$ cat src/shared/pfs_pkg.sv
// Purpose: constants and types for the protection fault status bank
// Assumes: 8-bit registers on a plain address/strobe port
// Notes:   all offsets, layouts and reset values live here
//
// Functional notes
// - bit 6 marks a cancelled self test
// - bits 5/4 flag temperature/voltage path faults
// - bits 3/2 flag low/high temp comparator faults
// - bit 1 flags high-voltage comparator fault
// - bit 0 flags low-voltage comparator fault
// - cells 1-8 high-voltage at 0x053D, ascending
// - inputs 1-8 high-temperature at 0x0540
// - inputs 1-8 low-temperature at 0x0541
package pfs_pkg;

  // bus widths
  localparam int unsigned ADDR_W   = 16;
  localparam int unsigned DATA_W   = 8;
  // channel counts of the full register layout
  localparam int unsigned CELL_MAX = 16;
  localparam int unsigned GPIO_MAX = 8;
  localparam int unsigned HALF_W   = 8;

  // status bank offsets
  localparam logic [ADDR_W-1:0] OFS_SELFTEST   = 16'h053b;
  localparam logic [ADDR_W-1:0] OFS_CELL_HV_UP = 16'h053c;
  localparam logic [ADDR_W-1:0] OFS_CELL_HV_LO = 16'h053d;
  localparam logic [ADDR_W-1:0] OFS_CELL_LV_UP = 16'h053e;
  localparam logic [ADDR_W-1:0] OFS_CELL_LV_LO = 16'h053f;
  localparam logic [ADDR_W-1:0] OFS_GPIO_HT    = 16'h0540;
  localparam logic [ADDR_W-1:0] OFS_GPIO_LT    = 16'h0541;
  // interrupt registers
  localparam logic [ADDR_W-1:0] OFS_IRQ_STATUS = 16'h0560;
  localparam logic [ADDR_W-1:0] OFS_IRQ_MASK   = 16'h0561;

  // reset and idle values
  localparam logic [DATA_W-1:0] RESET_VAL = 8'h00;
  localparam logic [DATA_W-1:0] READ_IDLE = 8'h00;
  localparam logic              BIT_CLR   = 1'b0;
  localparam logic              BIT_SET   = 1'b1;

  // self-test result register layout, msb first
  typedef struct packed {
    logic reserved;
    logic selftest_cancelled;
    logic temp_path_selftest_fault;
    logic volt_path_selftest_fault;
    logic low_temp_comparator_selftest_fault;
    logic high_temp_comparator_selftest_fault;
    logic high_volt_comparator_selftest_fault;
    logic low_volt_comparator_selftest_fault;
  } pfs_selftest_t;

  // fault findings handed over by the self-test sequencer
  typedef struct packed {
    logic temp_path_selftest_fault;
    logic volt_path_selftest_fault;
    logic low_temp_comparator_selftest_fault;
    logic high_temp_comparator_selftest_fault;
    logic high_volt_comparator_selftest_fault;
    logic low_volt_comparator_selftest_fault;
  } pfs_faults_t;

  // live comparator outputs, channel 1 in bit 0
  typedef struct packed {
    logic [CELL_MAX-1:0] cell_high_volt_flag;
    logic [CELL_MAX-1:0] cell_low_volt_flag;
    logic [GPIO_MAX-1:0] gpio_high_temp_flag;
    logic [GPIO_MAX-1:0] gpio_low_temp_flag;
  } pfs_cmp_t;

  // interrupt status and mask layout
  typedef struct packed {
    logic [1:0] spare;
    logic       selftest_cancel_ev;
    logic       selftest_fault_ev;
    logic       gpio_low_temp_ev;
    logic       gpio_high_temp_ev;
    logic       cell_low_volt_ev;
    logic       cell_high_volt_ev;
  } pfs_irq_t;

  // self-test tracking states, gray along idle-run-hold
  typedef enum logic [1:0] {
    ST_IDLE = 2'b00,
    ST_RUN  = 2'b01,
    ST_HOLD = 2'b11
  } pfs_state_t;

endpackage

$ cat src/logic/pfs_sync.sv
// Purpose: two-flop synchroniser for asynchronous level inputs
// Assumes: each bit is an independent slow level
// Notes:   first stage feeds only the second stage
`timescale 1ns/1ps
module pfs_sync #(
  parameter int unsigned WIDTH = 1
) (
  // clock and reset
  input  wire logic             ref_clk_i,
  input  wire logic             rst_n_i,
  // asynchronous level in, synchronised level out
  input  wire logic [WIDTH-1:0] async_i,
  output logic      [WIDTH-1:0] sync_o
);

  logic [WIDTH-1:0] meta_r;  // first stage, read only by sync_o

  // two registers in series, cleared at reset
  always_ff @(posedge ref_clk_i or negedge rst_n_i)
  begin
    if (!rst_n_i)
    begin
      meta_r <= '0;
      sync_o <= '0;
    end
    else
    begin
      meta_r <= async_i;
      sync_o <= meta_r;
    end
  end

endmodule

$ cat src/logic/pfs_sticky.sv
// Purpose: sticky event bits cleared by writing a one
// Assumes: set and clear come from the same clock
// Notes:   a set in the clear cycle wins
`timescale 1ns/1ps
module pfs_sticky #(
  parameter int unsigned WIDTH = 8
) (
  // clock and reset
  input  wire logic             ref_clk_i,
  input  wire logic             rst_n_i,
  // event pulses and write-one-to-clear mask
  input  wire logic [WIDTH-1:0] set_i,
  input  wire logic [WIDTH-1:0] clr_i,
  output logic      [WIDTH-1:0] q_o
);

  logic [WIDTH-1:0] q_nxt;  // next sticky state

  // clear first, then set so new events are never lost
  always_comb
  begin
    q_nxt = (q_o & ~clr_i) | set_i;
  end

  // hold the bits
  always_ff @(posedge ref_clk_i or negedge rst_n_i)
  begin
    if (!rst_n_i)
      q_o <= '0;
    else
      q_o <= q_nxt;
  end

endmodule

$ cat src/logic/pfs_top.sv
// Purpose: read-only protection fault status bank with interrupt
// Assumes: comparator flags are asynchronous levels; the self-test
//          sequencer runs on ref_clk_i and gives one-cycle pulses
// Notes:   read data appear the cycle after the read strobe only
`timescale 1ns/1ps
module pfs_top
  import pfs_pkg::*;
#(
  parameter int unsigned NUM_CELLS = 16,
  parameter int unsigned NUM_GPIO  = 8
) (
  // clock and reset
  input  wire logic                      ref_clk_i,
  input  wire logic                      rst_n_i,
  // comparator outputs, asynchronous
  input  wire pfs_pkg::pfs_cmp_t         cmp_i,
  // self-test sequencer, same clock
  input  wire logic                      selftest_start_i,
  input  wire logic                      selftest_end_i,
  input  wire logic                      selftest_cancel_i,
  input  wire pfs_pkg::pfs_faults_t      selftest_faults_i,
  // register port
  input  wire logic [pfs_pkg::ADDR_W-1:0] addr_i,
  input  wire logic [pfs_pkg::DATA_W-1:0] wr_data_i,
  input  wire logic                      wr_en_i,
  input  wire logic                      rd_en_i,
  output logic      [pfs_pkg::DATA_W-1:0] rd_data_o,
  // interrupt, level
  output logic                           irq_o
);

  import pfs_pkg::*;

  // refuse channel counts outside 9-16 cells or 1-8 inputs, at elaboration
  if (NUM_CELLS < HALF_W + 1 || NUM_CELLS > CELL_MAX)
  begin
    $error("pfs_top: NUM_CELLS out of range");
  end
  if (NUM_GPIO < 1 || NUM_GPIO > GPIO_MAX)
  begin
    $error("pfs_top: NUM_GPIO out of range");
  end

  // masks that force absent channels to read zero
  // the shift is done in 32 bits so a count of 16 cannot overflow,
  // and the cast keeps only the channel bits on purpose
  localparam logic [CELL_MAX-1:0] CELL_MASK =
    CELL_MAX'((32'h0000_0001 << NUM_CELLS) - 32'h0000_0001);
  localparam logic [GPIO_MAX-1:0] GPIO_MASK =
    GPIO_MAX'((32'h0000_0001 << NUM_GPIO) - 32'h0000_0001);

  // the comparator, self-test and mask state below pairs a _nxt value computed this cycle
  // with the registered value held since the last edge
  // synchronised comparator levels
  pfs_cmp_t      cmp_sync;
  // comparator status registers and next values
  pfs_cmp_t      cmp_r;
  pfs_cmp_t      cmp_nxt;
  // self-test tracking
  pfs_state_t    state_r;
  pfs_state_t    state_nxt;
  pfs_selftest_t st_r;
  pfs_selftest_t st_nxt;
  // interrupt handling
  pfs_irq_t      irq_set;     // event pulses this cycle
  pfs_irq_t      irq_clr;     // write-one-to-clear mask
  pfs_irq_t      irq_status;  // sticky status bits
  pfs_irq_t      mask_r;      // interrupt enables
  pfs_irq_t      mask_nxt;
  logic          irq_nxt;
  // register read path
  // rd_mux is the plain choice by address, rd_data_nxt the gated answer
  logic [DATA_W-1:0] rd_data_nxt;
  logic [DATA_W-1:0] rd_mux;

  // comparator levels cross into the clock domain
  // each flag is an independent level, so skew between bits of a byte
  // only delays a bit by one cycle, it never invents one
  pfs_sync #(
    .WIDTH ($bits(pfs_cmp_t))
  ) u_cmp_sync (
    .ref_clk_i (ref_clk_i),
    .rst_n_i   (rst_n_i),
    .async_i   (cmp_i),
    .sync_o    (cmp_sync)
  );

  // comparator status follows the synchronised levels
  // the flags are live: a comparator that drops its flag clears the bit
  // three edges later, nothing is latched here
  always_comb
  begin
    cmp_nxt = cmp_sync;
    // absent channels always read as no fault
    cmp_nxt.cell_high_volt_flag = cmp_sync.cell_high_volt_flag & CELL_MASK;
    cmp_nxt.cell_low_volt_flag  = cmp_sync.cell_low_volt_flag & CELL_MASK;
    cmp_nxt.gpio_high_temp_flag = cmp_sync.gpio_high_temp_flag & GPIO_MASK;
    cmp_nxt.gpio_low_temp_flag  = cmp_sync.gpio_low_temp_flag & GPIO_MASK;
  end

  // comparator status registers
  always_ff @(posedge ref_clk_i or negedge rst_n_i)
  begin
    if (!rst_n_i)
      cmp_r <= '0;
    else
      cmp_r <= cmp_nxt;
  end

  // self-test tracking: start clears, end or cancel captures
  // a start inside a run is ignored, as are end and cancel outside one
  // a cancel in the same cycle as an end marks the run cancelled
  // the fault bits are captured for a cancelled run as well
  always_comb
  begin
    state_nxt = state_r;
    st_nxt    = st_r;
    unique case (state_r)
      ST_IDLE,
      ST_HOLD:
      begin
        // a new run wipes the previous result
        // so software never mixes the findings of two runs
        if (selftest_start_i)
        begin
          state_nxt = ST_RUN;
          st_nxt    = RESET_VAL;
        end
      end
      ST_RUN:
      begin
        // cancel takes priority over a normal finish
        // the findings are taken in this very cycle, not before
        if (selftest_cancel_i || selftest_end_i)
        begin
          state_nxt = ST_HOLD;
          st_nxt.temp_path_selftest_fault =
            selftest_faults_i.temp_path_selftest_fault;
          st_nxt.volt_path_selftest_fault =
            selftest_faults_i.volt_path_selftest_fault;
          st_nxt.low_temp_comparator_selftest_fault =
            selftest_faults_i.low_temp_comparator_selftest_fault;
          st_nxt.high_temp_comparator_selftest_fault =
            selftest_faults_i.high_temp_comparator_selftest_fault;
          st_nxt.high_volt_comparator_selftest_fault =
            selftest_faults_i.high_volt_comparator_selftest_fault;
          st_nxt.low_volt_comparator_selftest_fault =
            selftest_faults_i.low_volt_comparator_selftest_fault;
          // set only for a cancelled run, clear on completion
          st_nxt.selftest_cancelled =
            selftest_cancel_i ? BIT_SET : BIT_CLR;
        end
      end
      default:
      begin
        // illegal code recovers to idle
        state_nxt = ST_IDLE;
      end
    endcase
    // reserved bit is held at zero
    // it is forced after the case so no branch can ever set it
    st_nxt.reserved = BIT_CLR;
  end

  // self-test registers
  // state and result share one reset so they can never disagree
  always_ff @(posedge ref_clk_i or negedge rst_n_i)
  begin
    if (!rst_n_i)
    begin
      state_r <= ST_IDLE;
      st_r    <= RESET_VAL;
    end
    else
    begin
      state_r <= state_nxt;
      st_r    <= st_nxt;
    end
  end

  // events: a flag newly raised or a self-test result posted
  // a group event fires once per rising flag, not while a flag stays
  // high, so a stuck comparator raises the interrupt once, not again after a clear
  always_comb
  begin
    irq_set       = RESET_VAL;
    irq_set.cell_high_volt_ev =
      |(cmp_nxt.cell_high_volt_flag & ~cmp_r.cell_high_volt_flag);
    irq_set.cell_low_volt_ev =
      |(cmp_nxt.cell_low_volt_flag & ~cmp_r.cell_low_volt_flag);
    irq_set.gpio_high_temp_ev =
      |(cmp_nxt.gpio_high_temp_flag & ~cmp_r.gpio_high_temp_flag);
    irq_set.gpio_low_temp_ev =
      |(cmp_nxt.gpio_low_temp_flag & ~cmp_r.gpio_low_temp_flag);
    // posted when the run leaves the running state
    if (state_r == ST_RUN && state_nxt == ST_HOLD)
    begin
      irq_set.selftest_fault_ev  = |selftest_faults_i;
      irq_set.selftest_cancel_ev = selftest_cancel_i;
    end
  end

  // software clears a status bit by writing a one to it
  // writes to any other address leave the status untouched
  always_comb
  begin
    irq_clr = RESET_VAL;
    if (wr_en_i && addr_i == OFS_IRQ_STATUS)
      irq_clr = wr_data_i;
  end

  // sticky interrupt status
  // a set wins over a clear in the same cycle, so an event that lands
  // on the clearing write is never lost
  pfs_sticky #(
    .WIDTH ($bits(pfs_irq_t))
  ) u_irq_status (
    .ref_clk_i (ref_clk_i),
    .rst_n_i   (rst_n_i),
    .set_i     (irq_set),
    .clr_i     (irq_clr),
    .q_o       (irq_status)
  );

  // mask register: the only plain read-write register
  // spare bits are forced low so a read shows only real enables
  always_comb
  begin
    mask_nxt = mask_r;
    if (wr_en_i && addr_i == OFS_IRQ_MASK)
      mask_nxt = wr_data_i;
    // spare bits stay zero
    mask_nxt.spare = '0;
    // interrupt level from status gated by mask
    // the registered mask is used, so a new mask reaches irq_o
    // two edges after its write
    irq_nxt = |(irq_status & mask_r);
  end

  // mask and interrupt output registers
  // irq_o is a flop so the pin never glitches while flags settle
  always_ff @(posedge ref_clk_i or negedge rst_n_i)
  begin
    if (!rst_n_i)
    begin
      mask_r <= RESET_VAL;
      irq_o  <= BIT_CLR;
    end
    else
    begin
      mask_r <= mask_nxt;
      irq_o  <= irq_nxt;
    end
  end

  // read decode; the status bank has no write path at all
  // the full address is decoded, so no register shows at an alias
  // the interrupt pair sits well clear of the status bank
  always_comb
  begin
    unique case (addr_i)
      OFS_SELFTEST:
        rd_mux = st_r;
      OFS_CELL_HV_UP:
        rd_mux = cmp_r.cell_high_volt_flag[CELL_MAX-1:HALF_W];
      OFS_CELL_HV_LO:
        rd_mux = cmp_r.cell_high_volt_flag[HALF_W-1:0];
      OFS_CELL_LV_UP:
        rd_mux = cmp_r.cell_low_volt_flag[CELL_MAX-1:HALF_W];
      OFS_CELL_LV_LO:
        rd_mux = cmp_r.cell_low_volt_flag[HALF_W-1:0];
      OFS_GPIO_HT:
        rd_mux = cmp_r.gpio_high_temp_flag;
      OFS_GPIO_LT:
        rd_mux = cmp_r.gpio_low_temp_flag;
      OFS_IRQ_STATUS:
        rd_mux = irq_status;
      OFS_IRQ_MASK:
        rd_mux = mask_r;
      default:
        // unmapped addresses read as zero
        rd_mux = READ_IDLE;
    endcase
  end

  // read data stand only in the cycle after the strobe
  // zero outside the answer cycle keeps a shared read bus quiet
  always_comb
  begin
    rd_data_nxt = rd_en_i ? rd_mux : READ_IDLE;
  end

  // read data register
  // the only driver of rd_data_o, so the port is a pure flop output
  always_ff @(posedge ref_clk_i or negedge rst_n_i)
  begin
    if (!rst_n_i)
      rd_data_o <= READ_IDLE;
    else
      rd_data_o <= rd_data_nxt;
  end

endmodule

$ cat config.mk
export PLATFORM = sky130hd
export DESIGN_NAME = pfs_top
export DESIGN_NICKNAME = d
export VERILOG_FILES = /design/src/shared/pfs_pkg.sv /design/src/logic/pfs_sync.sv /design/src/logic/pfs_sticky.sv /design/src/logic/pfs_top.sv
export SDC_FILE = /design/constraint.sdc
export NUM_CORES = 1
export LEC_CHECK = 0
export BUFFER_PORTS_ARGS = -buffer_cell sky130_fd_sc_hd__buf_4
export CAP_MARGIN = 20
export CELL_PAD_IN_SITES_DETAIL_PLACEMENT = 1
export CELL_PAD_IN_SITES_GLOBAL_PLACEMENT = 2
export CORE_ASPECT_RATIO = 0.75
export CORE_UTILIZATION = 42
export CTS_CLUSTER_DIAMETER = 200
export DETAILED_ROUTE_END_ITERATION = 8
export GPL_ROUTABILITY_DRIVEN = 1
export HOLD_SLACK_MARGIN = 0.1
export PLACE_DENSITY_LB_ADDON = 0.1
export SYNTH_ARGS = -nofsm -noshare
export SYNTH_HDL_FRONTEND = slang
export SYNTH_SLANG_ARGS = --single-unit
$ cat constraint.sdc
create_clock -name ref_clk_i -period 2.79 [get_ports ref_clk_i]
set_input_delay 0.558 -clock ref_clk_i [delete_from_list [all_inputs] [get_ports ref_clk_i]]
set_output_delay 0.558 -clock ref_clk_i [all_outputs]
set_load 0.005 [all_outputs]
==> summary.md, run 1 <==
| Metric | Value |
|---|---|
| First-pass GRT wire length | 21900 microns |
| Xor and xnor area share after synthesis | 0 |
| Total CTS buffers | 17 |
| Crit path kind | flip-flop to flip-flop |
| RSZ-0062 raised after global routing | false |
| CP Launch Type | flip-flop |
| Synth cell types | 49 |
| Synth Flop Type | dfrtp_1 |
| Vias/cell | 5.17 |
| Largest family of logic cells by synthesized area | simple AND/OR/NAND/NOR gates |
| Initial antenna violation count | 0 |
| Critical Path End Type | flip-flop |
| Final nets | 595 |
| Post-DR wirelength/cell | 19.6 microns |
| Clk_lat worst skew | 0.42 ns |
| Synth Area in Simple Gates | 0.0922 |
| Mux contribution to synthesized area | 0.0604 |
| Sink Count | 176 |
| Final GP Congestion | 0.798 |
| Tightest Pin Transition | 0.877 ns |
| Tcrit/Tclk final | 0.776 |
| Highest clock rate | 462 MHz |
| Max-cap violations | 0 |
| Final wirelength | 13600 microns |
| DRT antenna net count | 0 |
| Slew margin rel. | 0.415 |
| Post-Synthesis Net Count | 488 |
| Total Routing Usage GR | 0.204 |
| Compound-Gate Fraction of Synth Area | 0.0762 |
| Count leader, synth | dfrtp_1 |
| Max clock buf depth | 2 |
| Minimum clock period | 2.16 ns |
| Buffers on Ports | 93 |
| Setup TNS | 0 ns |
| CTS root buf | clkbuf_16 |
| Post-synthesis sequential area ratio | 0.733 |
| DP Wirelength | 9850 microns |
| Worst EP required | 3.13 ns |
| Drt first pass iters | 4 |
| Area delta synth->final | 25.6% |
| # hold bufs at CTS | 0 |
| Synth Cell Area | 6010 sq um |
| RR Startpoint | state_r[1] |
| Syn Area/Cell | 15.0 sq um |
| Share of Yosys cell area claimed by the top area cell type | 0.733 |
| Number of synthesized flops with an enable pin | 0 |
| Ys Warns | 0 |
| Cell area after layout | 7550 sq um |
| TritonCTS clock tree | yes |
| Top post-synthesis cells by area | dfrtp_1 (73%), mux4_2 (3.0%), inv_1 (2.4%) |
| Post-CTS Setup Bufs | 0 |
| Layout cells sized above 1 | 0.304 |
| Synth Instances | 401 |
| Die area | 14800 sq um |
| Number of global-route vias before repair | 3913 |
| Post-cts sizing count | 0 |
| Status | completed |
| Final setup vio count | 0 |
| CORE AREA | 13800 sq um |
| Die height | 106 microns |
| Hold Vio Cnt, Final | 0 |
| Fraction of registers with async set/reset | 1.00 |
| # DRC | 0 |
| DR iter-0 viols | 174 |
| Synth top cells by count | dfrtp_1 (176), inv_1 (38), nor2b_1 (19), nand4_1 (13), a21oi_1 (12) |
| Clk_skew | 0.00711 ns |
| Synthesis-stage register bit count | 176 |
| IO Pins | 94 |
| Largest net degree at the start of global routing | 65 |
| Peak supply drop | 0.388 mV |
| Worst-path clk slew | 0.07 ns |
| Cell taking the most area after synthesis | dfrtp_1 |
| Final Max Tran Viols | 0 |
| Adder-Cell Fraction of Synth Area | 0.00416 |
| Antenna Cells | 0 |
| Critical Path Start | state_r[1] |
| HP Class | primary input to async pin |
| Arr. time, crit path | 2.50 ns |
| Die X | 140 microns |
| Critical Path Fanout Max | 13 |
| Initial Utilization | 0.434 |
| Area after DPL | 6950 sq um |
| H-Tree Depth | 4 |
| Placement Rows | 37 |
| Routed via count | 3593 |
| Global route total overflow | 0 |
| Leakage power total | 3.45 nW |
| Power per cell area | 762 nW/um^2 |
-- routing by layer --
metal | share of wire | global-route usage
met1 | 0.49 | 0.301
met2 | 0.45 | 0.294
met3 | 0.046 | 0.0468
met4 | 0.0071 | 0.0777
met5 | 0 | 0
-- registers in the layout (all words and copies together), names as in the netlist, 2 cells and up --
| signal | count |
|---|---|
| u_cmp_sync.sync_o | 48 |
| u_irq_status.q_o | 8 |
| rd_data_o | 8 |
| u_cmp_sync.meta_r | 48 |
| cmp_r | 48 |
| mask_r | 6 |
| st_r | 7 |
| state_r | 2 |
-- cell type report --
cell class,count,area (sq um)
Sequential cell,176,4400
Inverter,38,143
Multi-Input combinational cell,174,1410
Timing Repair Buffer,101,774
Clock inverter,13,173
Clock buffer,18,429
Fill cell,1329,6290
Tap cell,175,219
-- cell usage in the layout (no fill, tap or decap), types with 3 or more instances in the layout --
cell type,Yosys,layout
dfrtp_1,176,176
buf_4,1,99
inv_1,38,38
nor2b_1,19,19
clkbuf_16,0,17
nand4_1,13,13
a21oi_1,12,12
nand3_1,11,11
mux2_2,10,10
a31oi_1,9,9
o21ai_0,8,8
mux4_2,8,8
mux2i_1,7,7
a22oi_1,7,7
o2111ai_1,5,5
a22o_1,5,5
nand2b_1,5,5
nor2_1,4,4
nand2_1,4,4
a2bb2oi_1,4,4
o22ai_1,4,4
a2111oi_0,4,4
inv_6,0,4
nor4_1,3,3
bufinv_16,0,3
-- per-stage QoR --
step	utilization	setup slack, ns	total power, mW	hold WS [ns]	instances
after floorplan	-	0.648	3.09	0.262	401
after detailed placement	0.502	0.360	3.36	0.336	664
after global routing	0.545	0.342	6.00	0.145	695
final	0.545	0.625	5.75	0.116	695
after global placement	0.502	0.408	3.34	0.332	664
after CTS	0.545	0.633	5.82	0.132	695
-- power breakdown --
part,leakage [nW],switching [mW],internal [mW]
clock network,0.291,1.02,1.42
logic,1.07,0.290,0.222
registers,2.08,0.0881,2.71
-- cell families (layout without fill, tap and decap cells) --
kind of cell	Yosys count	count (layout)
buffers and inverters	51	170
adder cells (fa/ha/maj)	2	2
AND/OR/NAND/NOR	81	81
flip-flops	176	176
AO/OA/AOI/OAI	66	66
multiplexers	25	25
-- critical path, stage by stage, from the launching register on --
cell	delay (ns)
dfrtp_1	0.38
inv_1	0.09
ha_1	0.37
o21ai_0	0.23
a21oi_1	0.72
nand3_1	0.18
o21ai_0	0.11
-- final timing paths --
path,endpoint,slack [ns],cells past startpoint
max,st_r[2],0.63,6
min,u_cmp_sync.sync_o[33],0.12,1
max reg2reg,st_r[2],0.63,6
min reg2reg,u_cmp_sync.sync_o[6],0.35,0
max in group asynchronous,cmp_r[11],1.89,2
min in group ref_clk_i,u_cmp_sync.meta_r[39],0.23,1
Note: power is estimated with default switching activity, not from simulation.
==> inputs of run 2 (changes only) <==
Settings changed: ABC_AREA from default to 1, CORE_UTILIZATION 42 to 36.
Clock period 2.79 ns to 2 ns, I/O delays scaled along.
==> run 2 against run 1 <==
Hold slack better by 0.040 ns. Routed wire length grew 13%. Register-to-register slack got worse by 0.37 ns. Power increased by 37%. Design area up 9.3%. Non-clock buffer count increased by 52. Clock power grew 32%. Largest cell class unchanged. Largest power group unchanged. Highest routed layer unchanged.
==> summary.md, run 2 <==
| Metric | Value |
|---|---|
| Number of global-route vias before repair | 4872 (+25%) |
| Ys Warns | 0 (unchanged) |
| Post-DR wirelength/cell | 16.4 microns (-16%) |
| IO Pins | 94 (unchanged) |
| CORE AREA | 16400 sq um (+18%) |
| H-Tree Depth | 4 (unchanged) |
| Cell area after layout | 8250 sq um (+9.3%) |
| # DRC | 0 (unchanged) |
| Worst-path clk slew | 0.06 ns (about the same) |
| HP Class | primary input to flip-flop |
| Filler Cells Inserted | 1770 (+33%) |
| Fraction of registers with async set/reset | 1.00 (unchanged) |
| Initial antenna violation count | 0 (unchanged) |
| Commonest cells after routing, fill and taps aside | dfrtp_1 (176), buf_4 (100), nand2_1 (94) |
| Count leader, synth | dfrtp_1 |
| Synthesis-stage register bit count | 176 (unchanged) |
| Antenna Cells | 0 (unchanged) |
| Max-cap violations | 0 (unchanged) |
| Delay-heaviest family, CP | simple AND/OR/NAND/NOR gates |
| Share of Yosys cell area claimed by the top area cell type | 0.717 (-0.0157) |
| Tcrit/Tclk final | 0.872 (+0.0960) |
| First-pass GRT wire length | 25600 microns (+17%) |
| Synth Cell Area | 6140 sq um (+2.2%) |
| Crit path kind | flip-flop to flip-flop |
| Final setup vio count | 0 (unchanged) |
| DRT antenna net count | 0 (unchanged) |
| Min-delay src | wr_data_i[6] |
| Worst EP required | 2.36 ns (-0.77 ns) |
| DP Wirelength | 11000 microns (+12%) |
| Critical Path End Type | flip-flop |
| Clk_skew | 0.0107 ns (+0.00360 ns) |
| Initial Utilization | 0.375 (-0.0589) |
| Final GP Congestion | 0.792 (-0.75%) |
| Top post-synthesis cells by area | dfrtp_1 (72%), nand2_1 (5.8%), nand3_1 (5.1%) |
| Setup TNS | 0 ns (unchanged) |
| Number of synthesized flops with an enable pin | 0 (unchanged) |
| DR iter-0 viols | 252 (+45%) |
| Multi-input logic area | 1400 sq um (-0.27%) |
| Commonest non-fill, non-tap cell in the layout | dfrtp_1 |
| Synth cell types | 30 (-39%) |
| Crit-path cells | inv_1 > ha_1 > nand2_1 > nand2_1 > nand2_1 > nand2_2 > nand3_1 > nand2_1 |
| Peak supply drop | 0.537 mV (+38%) |
| Final wirelength | 15400 microns (+13%) |
| Die X | 153 microns (+9.1%) |
| Total CTS buffers | 17 (unchanged) |
| Synth top cells by count | dfrtp_1 (176), nand2_1 (95), inv_1 (75), nand3_1 (62), nor2_1 (58) |
| Critical Path Fanout Max | 9 (-4) |
| Buffers on Ports | 93 (unchanged) |
| Status | completed |
| Global route total overflow | 0 (unchanged) |
| Critical Path Max Stage Delay | 0.40 ns (-0.32 ns) |
| CTS root buf | clkbuf_16 |
| Tightest Pin Transition | 0.642 ns (-0.236 ns) |
| Synth Flop Type | dfrtp_1 |
| Synth Instances | 549 (+37%) |
| CP Launch Type | flip-flop |
| Area after DPL | 7180 sq um (+3.4%) |
| Routed via count | 4284 (+19%) |
| Final Max Tran Viols | 0 (unchanged) |
| Highest clock rate | 573 MHz (+24%) |
| Setup WS pre-CTS | 0.0441 ns (-0.316 ns) |
| PnR worst setup slack | 0.256 ns (-0.369 ns) |
| Syn Area/Cell | 11.2 sq um (-25%) |
| Top flop regs | cmp_r: 48 flops, u_cmp_sync.meta_r: 48 flops, u_cmp_sync.sync_o: 48 flops |
| RR Startpoint | state_r[1] |
| Sequential cell area | 4400 sq um (unchanged) |
| Slowest CP cell | dfrtp_1 |
| Minimum clock period | 1.74 ns (-0.421 ns) |
| Leakage power total | 4.15 nW (+20%) |
| Die area | 17600 sq um (+19%) |
| Vias/cell | 4.57 (-12%) |
| Hold Vio Cnt, Final | 0 (unchanged) |
| RSZ-0062 raised after global routing | false |
| Placement Rows | 40 (+8.1%) |
| Drt first pass iters | 4 (unchanged) |
| Sink Count | 176 (unchanged) |
| Worst path bufs/invs | 1 (unchanged) |
| Die height | 115 microns (+9.0%) |
| Power per cell area | 957 nW/um^2 (+26%) |
| Total Routing Usage GR | 0.196 (-0.00757) |
| Util after Layout | 0.504 (-0.0411) |
| Post-synthesis sequential area ratio | 0.717 (-0.0157) |
| Critical Path Start | state_r[1] |
| Clk_lat worst skew | 0.43 ns (about the same) |
| Arr. time, crit path | 2.11 ns (-0.39 ns) |
| Post-Synthesis Net Count | 636 (+30%) |
| Cell taking the most area after synthesis | dfrtp_1 |
| TritonCTS clock tree | yes |
| Max clock buf depth | 2 (unchanged) |
| Area delta synth->final | 34.3% |
| Final nets | 802 (+35%) |
| Slew margin rel. | 0.568 (+0.153) |
| Largest net degree at the start of global routing | 54 (-17%) |
| Most numerous cell on the critical path | nand2_1 |
| Layout cells sized above 1 | 0.217 (-0.0868) |
## run 2: layout make-up
cell class | instances | area share
Timing Repair Buffer | 153 | 0.159
Tap cell | 210 | 0.0318
Multi-Input combinational cell | 289 | 0.170
Inverter | 78 | 0.0355
Clock inverter | 11 | 0.0153
Clock buffer | 21 | 0.0546
Sequential cell | 176 | 0.534
## run 2: worst paths after layout
| check | endpoint | slack, ns | cells past startpoint |
|---|---|---|---|
| worst max-delay path | st_r[2] | 0.26 | 8 |
| worst min-delay path | u_irq_status.q_o[6] | 0.16 | 2 |
| worst max register to register | st_r[2] | 0.26 | 8 |
| worst min register to register | u_cmp_sync.sync_o[14] | 0.35 | 0 |
| max in group asynchronous | u_cmp_sync.sync_o[34] | 0.87 | 3 |
| min in group asynchronous | u_cmp_sync.meta_r[16] | 0.48 | 2 |
## run 2: what timing repair did
action                                  CTS  global route
hold endpoints to repair                 91             0
gates resized for setup                   0             1
hold buffers                             49             0
endpoints found under the setup margin    0             6
buffers inserted                          0             0
## run 2: layer usage
layer | GRT usage | wire length (microns) | vias up | share of wire
li1 | - | - | 2082 | -
met1 | 0.260 | 7490 | 2094 | 0.49
met2 | 0.321 | 7120 | 90 | 0.46
met3 | 0.0486 | 631 | 18 | 0.041
met4 | 0.0626 | 167 | 0 | 0.011
met5 | 0 | 0 | - | 0
## run 2: metrics by stage
stage | power [mW] | hold slack (ns) | cells
floorplan | 4.25 | 0.104 | 549
global placement | 4.60 | 0.334 | 857
detailed placement | 4.64 | 0.336 | 857
CTS | 7.98 | 0.133 | 938
global route | 8.27 | 0.149 | 938
finish | 7.89 | 0.156 | 938
## run 2: report_power, final
group	total, mW	switching, mW	internal (mW)	leakage [nW]
combinational	0.742	0.421	0.321	1.80
sequential	3.92	0.138	3.78	2.08
clock	3.23	1.45	1.79	0.276
total	7.89	2.00	5.89	4.15
## run 2: logic make-up (layout without fill, tap and decap cells)
| logic type | Yosys count | after routing | share of synthesized area |
|---|---|---|---|
| flip-flops | 176 | 176 | 0.717 |
| AND/OR/NAND/NOR | 244 | 244 | 0.178 |
| AO/OA/AOI/OAI | 43 | 43 | 0.0454 |
| adder cells (fa/ha/maj) | 2 | 2 | 0.00407 |
| buffers and inverters | 84 | 263 | 0.0552 |
